$ cat src/hw/cdid_defines.vh
// What this block does
// Home sets address zero, cancels shift
// Decrement mode steps down, shifts right
// Increment mode steps up, shifts left
// Shift only on display writes, gated
// Display enable bit blanks or shows
// Cursor lights eighth row at address
// Blink alternates cursor cell near 1Hz
// Shift command steps counter, optionally screen
// Shift command selects display RAM
// Function set bit four picks width
// Function set bit three picks lines
// Low bits pick brightness level
// Glyph address command loads six bits
// Display address command loads seven bits
// Counter read returns counter, busy zero
// Every transfer accepted, never busy; code drops display RAM writes while the space fill runs
// Data write stores, then steps counter; code skips the display RAM store during space fill but still steps
// Data read returns byte, then steps
// Host sets address before data read
// Reset fills spaces, address zero
// Reset settings as documented defaults
// Clear fills spaces, forces increment
// Glyph RAM holds sixty-four bytes
// Narrow bus takes two nibbles, high first
// Command picked by highest set bit
`ifndef CDID_DEFINES_VH
`define CDID_DEFINES_VH
`define CDID_SPACE_CODE     8'h20
`define CDID_DD_DEPTH       128
`define CDID_CG_DEPTH       64
`define CDID_ACC_RESET      7'h00
`define CDID_CLK_HZ         100000000
`define CDID_BLINK_HZ       1
`define CDID_BLINK_HALF     (`CDID_CLK_HZ / `CDID_BLINK_HZ / 2)
`define CDID_SH_MAX         7'h27
`endif

$ cat src/hw/cdid_decoder.v
`include "cdid_defines.vh"
`default_nettype none
module cdid_decoder #(
  parameter BLINK_HALF = `CDID_BLINK_HALF
) (
  input  wire       clk_sys_i,
  input  wire       rst_b_i,
  input  wire       xfer_strobe_i,
  input  wire       register_select_i,
  input  wire       read_not_write_i,
  input  wire [7:0] data_i,
  output reg  [7:0] data_o,
  output reg        read_valid_o,
  output reg  [6:0] address_counter_o,
  output reg        glyph_select_o,
  output reg        increment_direction_o,
  output reg        shift_enable_o,
  output reg        display_enable_o,
  output reg        cursor_enable_o,
  output reg        blink_enable_o,
  output reg        blink_phase_o,
  output reg        bus_width_select_o,
  output reg        two_lines_o,
  output reg        luminance_code_high_o,
  output reg        luminance_code_low_o,
  output reg  [6:0] display_shift_o,
  output reg        clear_busy_o
);
  reg  [7:0]  dd_mem [0:`CDID_DD_DEPTH-1];
  reg  [7:0]  cg_mem [0:`CDID_CG_DEPTH-1];
  reg  [2:0]  strobe_sync_reg;
  reg  [1:0]  rs_sync_reg;
  reg  [1:0]  rw_sync_reg;
  reg  [7:0]  d_sync1_reg;
  reg  [7:0]  d_sync2_reg;
  reg         nibble_wait_reg;
  reg  [3:0]  nibble_hi_reg;
  reg  [31:0] blink_cnt_reg;
  reg  [7:0]  clr_idx_reg;
  wire        strobe_rise;
  wire        rs;
  wire        rw;
  wire [7:0]  bus_byte;
  wire        byte_ready;
  integer     k;

  function [6:0] step7;
    input [6:0] v;
    input       up;
    begin
      step7 = up ? v + 7'h01 : v - 7'h01;
    end
  endfunction

  function [6:0] wrap_shift;
    input [6:0] v;
    input       up;
    begin
      if (up)
        wrap_shift = (v == `CDID_SH_MAX) ? 7'h00 : v + 7'h01;
      else
        wrap_shift = (v == 7'h00) ? `CDID_SH_MAX : v - 7'h01;
    end
  endfunction

  assign strobe_rise = strobe_sync_reg[1] & ~strobe_sync_reg[2];
  assign rs = rs_sync_reg[1];
  assign rw = rw_sync_reg[1];
  // Narrow bus pairs two strobes into one byte
  assign bus_byte = bus_width_select_o ? d_sync2_reg : {nibble_hi_reg, d_sync2_reg[7:4]};
  assign byte_ready = strobe_rise & (bus_width_select_o | nibble_wait_reg);

  always @(posedge clk_sys_i or negedge rst_b_i) begin
    if (!rst_b_i) begin
      strobe_sync_reg <= 3'h0;
      rs_sync_reg     <= 2'h0;
      rw_sync_reg     <= 2'h0;
      d_sync1_reg     <= 8'h00;
      d_sync2_reg     <= 8'h00;
    end else begin
      strobe_sync_reg <= {strobe_sync_reg[1:0], xfer_strobe_i};
      rs_sync_reg     <= {rs_sync_reg[0], register_select_i};
      rw_sync_reg     <= {rw_sync_reg[0], read_not_write_i};
      d_sync1_reg     <= data_i;
      d_sync2_reg     <= d_sync1_reg;
    end
  end

  // Blink timebase, half period on and half off
  always @(posedge clk_sys_i or negedge rst_b_i) begin
    if (!rst_b_i) begin
      blink_cnt_reg <= 32'h0;
      blink_phase_o <= 1'b0;
    end else if (!blink_enable_o) begin
      blink_cnt_reg <= 32'h0;
      blink_phase_o <= 1'b0;
    end else if (blink_cnt_reg == BLINK_HALF - 1) begin
      blink_cnt_reg <= 32'h0;
      blink_phase_o <= ~blink_phase_o;
    end else begin
      blink_cnt_reg <= blink_cnt_reg + 32'h1;
    end
  end

  // Space fill sweeps display RAM after reset or clear
  always @(posedge clk_sys_i) begin
    if (clear_busy_o)
      dd_mem[clr_idx_reg[6:0]] <= `CDID_SPACE_CODE;
    else if (byte_ready && rs && !rw && !glyph_select_o)
      dd_mem[address_counter_o] <= bus_byte;
  end

  always @(posedge clk_sys_i) begin
    if (byte_ready && rs && !rw && glyph_select_o)
      cg_mem[address_counter_o[5:0]] <= bus_byte;
  end

  always @(posedge clk_sys_i or negedge rst_b_i) begin
    if (!rst_b_i) begin
      clr_idx_reg            <= 8'h00;
      clear_busy_o           <= 1'b1;
      nibble_wait_reg        <= 1'b0;
      nibble_hi_reg          <= 4'h0;
      data_o                 <= 8'h00;
      read_valid_o           <= 1'b0;
      address_counter_o      <= `CDID_ACC_RESET;
      glyph_select_o         <= 1'b0;
      display_shift_o        <= 7'h00;
      increment_direction_o  <= 1'b1;
      shift_enable_o         <= 1'b0;
      display_enable_o       <= 1'b0;
      cursor_enable_o        <= 1'b0;
      blink_enable_o         <= 1'b0;
      bus_width_select_o     <= 1'b1;
      two_lines_o            <= 1'b1;
      luminance_code_high_o  <= 1'b0;
      luminance_code_low_o   <= 1'b0;
    end else begin
      read_valid_o <= 1'b0;
      if (clear_busy_o) begin
        clr_idx_reg <= clr_idx_reg + 8'h01;
        if (clr_idx_reg == `CDID_DD_DEPTH - 1)
          clear_busy_o <= 1'b0;
      end
      if (strobe_rise && !bus_width_select_o && !nibble_wait_reg) begin
        nibble_wait_reg <= 1'b1;
        nibble_hi_reg   <= d_sync2_reg[7:4];
      end else if (strobe_rise) begin
        nibble_wait_reg <= 1'b0;
      end
      if (byte_ready) begin
        if (!rs && rw) begin
          data_o       <= {1'b0, address_counter_o};
          read_valid_o <= 1'b1;
        end else if (rs && rw) begin
          // host points the counter first
          data_o       <= glyph_select_o ? cg_mem[address_counter_o[5:0]]
                                         : dd_mem[address_counter_o];
          read_valid_o <= 1'b1;
          address_counter_o <= step7(address_counter_o, increment_direction_o)
                               & (glyph_select_o ? 7'h3F : 7'h7F);
        end else if (rs) begin
          address_counter_o <= step7(address_counter_o, increment_direction_o)
                               & (glyph_select_o ? 7'h3F : 7'h7F);
          if (shift_enable_o && !glyph_select_o)
            display_shift_o <= wrap_shift(display_shift_o, increment_direction_o);
        end else begin
          // Highest set bit selects the command
          casez (bus_byte)
            8'b1???????: begin
              address_counter_o <= bus_byte[6:0];
              glyph_select_o    <= 1'b0;
            end
            8'b01??????: begin
              address_counter_o <= {1'b0, bus_byte[5:0]};
              glyph_select_o    <= 1'b1;
            end
            8'b001?????: begin
              bus_width_select_o    <= bus_byte[4];
              two_lines_o           <= bus_byte[3];
              luminance_code_high_o <= bus_byte[1];
              luminance_code_low_o  <= bus_byte[0];
            end
            8'b0001????: begin
              address_counter_o <= step7(address_counter_o, bus_byte[2]);
              glyph_select_o    <= 1'b0;
              if (bus_byte[3])
                display_shift_o <= wrap_shift(display_shift_o, bus_byte[2]);
            end
            8'b00001???: begin
              display_enable_o <= bus_byte[2];
              cursor_enable_o  <= bus_byte[1];
              blink_enable_o   <= bus_byte[0];
            end
            8'b000001??: begin
              increment_direction_o <= bus_byte[1];
              shift_enable_o        <= bus_byte[0];
            end
            8'b0000001?: begin
              address_counter_o <= 7'h00;
              glyph_select_o    <= 1'b0;
              display_shift_o   <= 7'h00;
            end
            8'b00000001: begin
              address_counter_o     <= 7'h00;
              glyph_select_o        <= 1'b0;
              display_shift_o       <= 7'h00;
              increment_direction_o <= 1'b1;
              clr_idx_reg           <= 8'h00;
              clear_busy_o          <= 1'b1;
            end
            default: begin
              glyph_select_o <= glyph_select_o;
            end
          endcase
        end
      end
    end
  end
endmodule // cdid_decoder
`default_nettype wire

$ cat config.mk
export PLATFORM = sky130hd
export DESIGN_NAME = cdid_decoder
export DESIGN_NICKNAME = d
export VERILOG_FILES = /design/src/hw/cdid_decoder.v
export VERILOG_INCLUDE_DIRS = /design/src /design/src/hw
export SDC_FILE = /design/constraint.sdc
export NUM_CORES = 2
export LEC_CHECK = 0
export BUFFER_PORTS_ARGS = -buffer_cell sky130_fd_sc_hd__buf_2
export CAP_MARGIN = 20
export CORE_UTILIZATION = 35
export CTS_CLUSTER_DIAMETER = 60
export DETAILED_ROUTE_END_ITERATION = 10
export PLACE_DENSITY_LB_ADDON = 0.08
export SLEW_MARGIN = 20
export SYNTH_ARGS = -nofsm -noshare
export SYNTH_HDL_FRONTEND = slang
export SYNTH_SLANG_ARGS = --single-unit
$ cat constraint.sdc
create_clock -name clk_sys_i -period 15.48 [get_ports clk_sys_i]
set_clock_uncertainty 0.1 [all_clocks]
set_input_delay 3.87 -clock clk_sys_i [delete_from_list [all_inputs] [get_ports clk_sys_i]]
set_output_delay 3.87 -clock clk_sys_i [all_outputs]
set_load 0.02 [all_outputs]
==> After elaboration in Yosys (flattened, before gate mapping) <==
Memories as Yosys holds them, arrays and structs flattened.
Cells that the tools add are included.
{ "totals": {"ff_bits": 103, "mem_bits_rw": 1536, "out_inout_bits": 35, "memories": 2} }
{ "mem_list": {"columns": ["name", "depth", "width", "rd", "rd_clocked_by_memory_dff", "write_ports", "line", "rtl"], "rows": [
  ["dd_mem", 128, 8, 1, 0, 1, "cdid_decoder.v:29", "reg [7:0] dd_mem [0:`CDID_DD_DEPTH-1];"],
  ["cg_mem", 64, 8, 1, 0, 1, "cdid_decoder.v:30", "reg [7:0] cg_mem [0:`CDID_CG_DEPTH-1];"]
]} }
{ "classes": {"add_sub_neg": 6, "eq_ne": 13, "muxes": 52, "bitwise": 9, "n_reduce_logical": 32} }
{ "op_table": {"columns": ["cell", "count"], "rows": [
  ["2-to-1 mux 7 bit", 13],
  ["2-to-1 mux 8 bit", 11],
  ["2-to-1 mux 32 bit", 2],
  ["adder 32 x 1 -> 32 bit (second input constant)", 1],
  ["equality test 32 x 26 -> 1 bit (second input constant)", 1],
  ["one-hot mux 7 bit (4 select lines)", 1],
  ["AND reduction 5 bit", 5],
  ["2-to-1 mux 1 bit", 22],
  ["adder 7 x 1 -> 7 bit (second input constant)", 2],
  ["one-hot mux 7 bit (2 select lines)", 1],
  ["subtractor 7 x 1 -> 7 bit (second input constant)", 2],
  ["logical AND 1 bit", 9],
  ["adder 8 x 1 -> 8 bit (second input constant)", 1],
  ["equality test 8 x 1 -> 1 bit (second input constant)", 1],
  ["equality test 8 x 7 -> 1 bit (second input constant)", 1],
  ["nonzero test 2 bit", 4],
  ["OR reduction 8 bit", 1],
  ["AND 7 bit", 1],
  ["equality test 7 x 1 -> 1 bit (second input constant)", 1],
  ["equality test 7 x 6 -> 1 bit (second input constant)", 1],
  ["logical NOT 7 bit", 1],
  ["equality test 6 x 1 -> 1 bit (second input constant)", 1],
  ["AND reduction 6 bit", 1],
  ["nonzero test 6 bit", 1],
  ["16 further kinds", 27]
]} }

==> Depth between registers and ports, before layout <==
{ "logic_depth": {"ltp_word": 11, "mapped_depth": 13} }

==> Least setup slack after synthesis <==
OpenSTA, ideal clock, no wires.
{ "synth_path": {"path_kind": "register to register", "startpoint": "register bus_width_select_o", "endpoint": "memory dd_mem[0][1] (data pin)", "setup_time_ns": 0.800, "arrival_ns": 4.895, "t_required_ns": 14.580, "slack_ns": 9.685, "stages_incl_launch_ff": 9, "cell_sequence": "dfstp_2 -> buf_4 -> nor2_1 -> or3_1 -> buf_6 -> or3_1 -> buf_2 -> buf_6 -> nor2_1"} }
{ "synth_between": {"elab_chain_len": 10, "word_cells_on_any_way": 11, "cone_classes": "mux (5); bitwise (2); reduce/logical (4)"} }
{ "synth_lines": {"columns": ["element", "line", "rtl"], "rows": [
  ["start: declaration", "cdid_decoder.v:22", "output reg bus_width_select_o,"],
  ["start signal: assignment", "cdid_decoder.v:179", "bus_width_select_o <= bus_byte[4];"],
  ["OR 1 bit", "cdid_decoder.v:71", "assign byte_ready = strobe_rise & (bus_width_select_o | nibble_wait_reg);"],
  ["AND 1 bit", "cdid_decoder.v:71", null],
  ["logical AND 1 bit (3 in a row)", "cdid_decoder.v:109", "else if (byte_ready && rs && !rw && !glyph_select_o)"],
  ["2-to-1 mux 1 bit", "cdid_decoder.v:109", null],
  ["2-to-1 mux 1 bit", "cdid_decoder.v:107", "if (clear_busy_o)"],
  ["2-to-1 mux 1 bit (implied by the code)", "cdid_decoder.v:110", "dd_mem[address_counter_o] <= bus_byte;"],
  ["OR reduction 8 bit (no line)", null, null],
  ["2-to-1 mux 8 bit (no line) (*)", null, null],
  ["end: declaration", "cdid_decoder.v:29", null]
]} }
Every way passes the cells marked *; elsewhere a longest branch is shown, timed or not.

==> Worst setup path after layout <==
{ "layout_path": {"startpoint": "register address_counter_o[1]", "endpoint": "output port address_counter_o[1]"} }
{ "layout_rtl": {"columns": ["element", "line", "rtl"], "rows": [
  ["start: declaration", "cdid_decoder.v:14", "output reg [6:0] address_counter_o,"],
  ["start signal: assignment", "cdid_decoder.v:126", "address_counter_o <= `CDID_ACC_RESET;"],
  ["start signal: assignment", "cdid_decoder.v:160", "address_counter_o <= step7(address_counter_o, increment_direction_o)"],
  ["start signal: assignment", "cdid_decoder.v:163", "address_counter_o <= step7(address_counter_o, increment_direction_o)"]
]} }
No word-level cell between the ends.

==> results.sh <==
export IMPL_run_status="finished clean"
export IMPL_synth_seq_cells=1639
export IMPL_tns_ns=0
export IMPL_fmax_ghz=0.167
export IMPL_crit_slowest_cell="dfrtp_4"
export IMPL_synth_area_um2=64700
export IMPL_root_buffer="clkbuf_16"
export IMPL_synth_fp_nets=3927
export IMPL_powerDensity_nw_per_um2=180
export IMPL_dieArea_um2=187000
export IMPL_crit_path_start_kind="flop"
export IMPL_grt_overflow_total=0
export IMPL_num_fill_cells=16900
export IMPL_drv_slew=0
export IMPL_synth_simple_area_share_pct=5.25
export IMPL_hold_start="rs_sync_reg[0]"
export IMPL_yosysMostFrequentCell="edfxtp_1"
export IMPL_synthTopCellsByArea="edfxtp_1 (71%), dfrtp_1 (3.8%), a22oi_1 (2.9%), mux2_2 (2.3%), mux2i_1 (2.2%)"
export IMPL_clock_path_buffers=3
export IMPL_dp_hpwl_um=135000
export IMPL_r2r_start="address_counter_o[0]"
export IMPL_rows=157
export IMPL_io_pins=48
export IMPL_required_ns=11.51
export IMPL_layout_setup_ws_ns=9.49
export IMPL_tightestPinTransition_ns=1.18
export IMPL_htreeDepth=4
export IMPL_io_buffers=47
export IMPL_dieWidth_um=432
export IMPL_ys_flop_type="edfxtp_1"
export IMPL_place_congestion=0.818
export IMPL_ctsHoldBuffers=0
export IMPL_clk_pin_slew_ns=0.06
export IMPL_ant_nets=0
export IMPL_drv_cap=0
export IMPL_setup_violations=0
export IMPL_antenna_found_initial=12
export IMPL_areaGrowthSynthToFinish_pct=14.3
export IMPL_hp_class="flop to flop"
export IMPL_relSlewSlack_pct=21.2
export IMPL_nNetsFinal=4045
export IMPL_yosys_area_top_type="edfxtp_1"
export IMPL_grt_setup_unrepaired="no"
export IMPL_synth_edf_count=1536
export IMPL_synth_cell_types=90
export IMPL_hold_violations=0
export IMPL_post_cts_resized=0
export IMPL_finalCriticalPeriod_ns=5.99
export IMPL_path_cells="buf_2"
export IMPL_synth_fa_ha_area_share_pct=0.135
export IMPL_peakVddDrop_mv=0.137
export IMPL_post_drt_wl_per_cell_um=34.1
export IMPL_initial_core_util_pct=35.3
export IMPL_synthArstFlopShare_pct=6.28
export IMPL_track_usage_pct=24.1
export IMPL_synth_top_family_by_area="compound AO/OA/AOI/OAI gates"
export IMPL_core_um2=183000
export IMPL_end_kind="output pin"
export IMPL_grt_pass1_vias=37400
export IMPL_leakage_nw=24.1
export IMPL_antenna_cells=0
export IMPL_synth_xor_area_share_pct=0.609
export IMPL_crit_type="flop to output pin"
export IMPL_post_place_ws_ns=9.90
export IMPL_ys_seq_area_share_pct=75.3
export IMPL_grtUsageMet3_pct=3.84
export IMPL_fin_crit_sh_pct=38.7
export IMPL_cp_top_family="flip-flops"
export IMPL_syn_avg_cell_area_um2=16.6
export IMPL_cp_arrival_ns=2.02
export IMPL_ys_warn_count=0
export IMPL_netlist_instances=3907
export IMPL_muxShareOfSynthArea_pct=6.39
export IMPL_clk_latency_ns=0.81
export IMPL_grt_pass1_wl_um=313000
export IMPL_first_iter_violations=4122
export IMPL_max_stage_delay_ns=0.92
export IMPL_post_cts_buffers=0
export IMPL_largest_reg_flops=1024
export IMPL_grtUsageMet2_pct=38.8
export IMPL_cts_buffers=184
export IMPL_cts_tree="done"
export IMPL_drive_above_1_share_pct=18.1
export IMPL_synth_compound_area_share_pct=10.1
export IMPL_clock_sinks=1639
export IMPL_wl_um=226000
export IMPL_top_usage_layer="met2"
export IMPL_die_h_um=432
export IMPL_cp_max_fo=45
export IMPL_grt_max_degree=91
export IMPL_synth_top_area_share_pct=71.3
export IMPL_cp_startpoint="address_counter_o[1]"
export IMPL_via_count=38100
export IMPL_crit_buf_inv=1
export IMPL_viasPerCell=5.73
export IMPL_drc_errors=0
export IMPL_grt_use_met1_pct=33.5
export IMPL_dr_pass1_iters=7
export IMPL_synthTopCellsByCount="edfxtp_1 (1536), nor2_1 (278), a22oi_1 (249)"
## layout make-up
class	count	area (um^2)	share of cell area, %
Multi-Input combinational cell	1972	14800	20.0
Tap cell	2464	3080	4.17
Timing Repair Buffer	203	1460	1.97
Sequential cell	1639	48700	65.8
Inverter	25	97.6	0.132
Clock buffer	228	4870	6.59
Clock inverter	115	965	1.30
## worst paths after layout
kind	end	slack [ns]	cells after the start
worst max-delay path	address_counter_o[1]	9.49	1
max in group asynchronous	address_counter_o[2]	10.85	2
min in group asynchronous	blink_cnt_reg[2]	2.96	1
worst min register to register	rs_sync_reg[1]	0.25	0
worst min-delay path	rs_sync_reg[1]	0.25	0
worst max register to register	data_o[0]	9.94	9
## stage by stage
stage                     cell area, um^2  util (%)  cells  hold WS, ns  power, W
final                               74000      40.3   6646        0.246    0.0133
after global routing                74000      40.3   6646        0.259    0.0137
after CTS                           74000      40.3   6645        0.248    0.0134
after detailed placement            68100      37.1   6302        0.235   0.00915
after global placement              68100      37.1   6301        0.235   0.00914
after floorplan                     64700         -   3907        0.231   0.00723
## per-layer routing
metal,vias to the layer above,part of all wire [%]
li1,16100,-
met1,20400,44
met2,1341,47
met3,318,5.7
met4,4,2.9
met5,-,0.015
## power by group
group	total [W]	switching [W]	internal, W	leakage, nW
sequential	0.00517	0.000138	0.00503	16.0
combinational	0.00391	0.00285	0.00107	5.23
clock	0.00426	0.00185	0.00241	2.86
total	0.0133	0.00483	0.00851	24.1
## logic make-up after synthesis
family,after synthesis
XOR/XNOR,45
buffers and inverters,296
multiplexers,334
AO/OA/AOI/OAI,876
AND/OR/NAND/NOR,710
flip-flops,1639
adder cells (fa/ha/maj),7
## cells in the final DEF (no fill, tap or decap), types with 19 or more instances in the layout
cell | Yosys | final
clkbuf_16 | 0 | 187
dfrtp_1 | 99 | 94
clkbuf_1 | 88 | 37
o22ai_1 | 29 | 29
nor2_2 | 16 | 19
xnor2_1 | 20 | 20
a22oi_1 | 249 | 249
a22o_1 | 29 | 29
a222oi_1 | 29 | 29
o21ai_0 | 95 | 95
and3_1 | 21 | 20
nor2_1 | 278 | 268
a221oi_1 | 108 | 108
mux2_2 | 134 | 134
xor2_1 | 25 | 25
nand4_1 | 19 | 19
edfxtp_1 | 1536 | 1536
a21oi_1 | 94 | 94
a31oi_1 | 45 | 44
nand3_1 | 47 | 47
mux2i_1 | 145 | 145
a221o_1 | 40 | 40
clkinv_1 | 0 | 43
nor3_1 | 66 | 52
o2bb2ai_1 | 33 | 33
nand2_1 | 131 | 128
buf_2 | 100 | 47
mux4_2 | 49 | 49
clkinv_2 | 0 | 37
buf_4 | 33 | 151
Power figures use the tool's default switching activity.
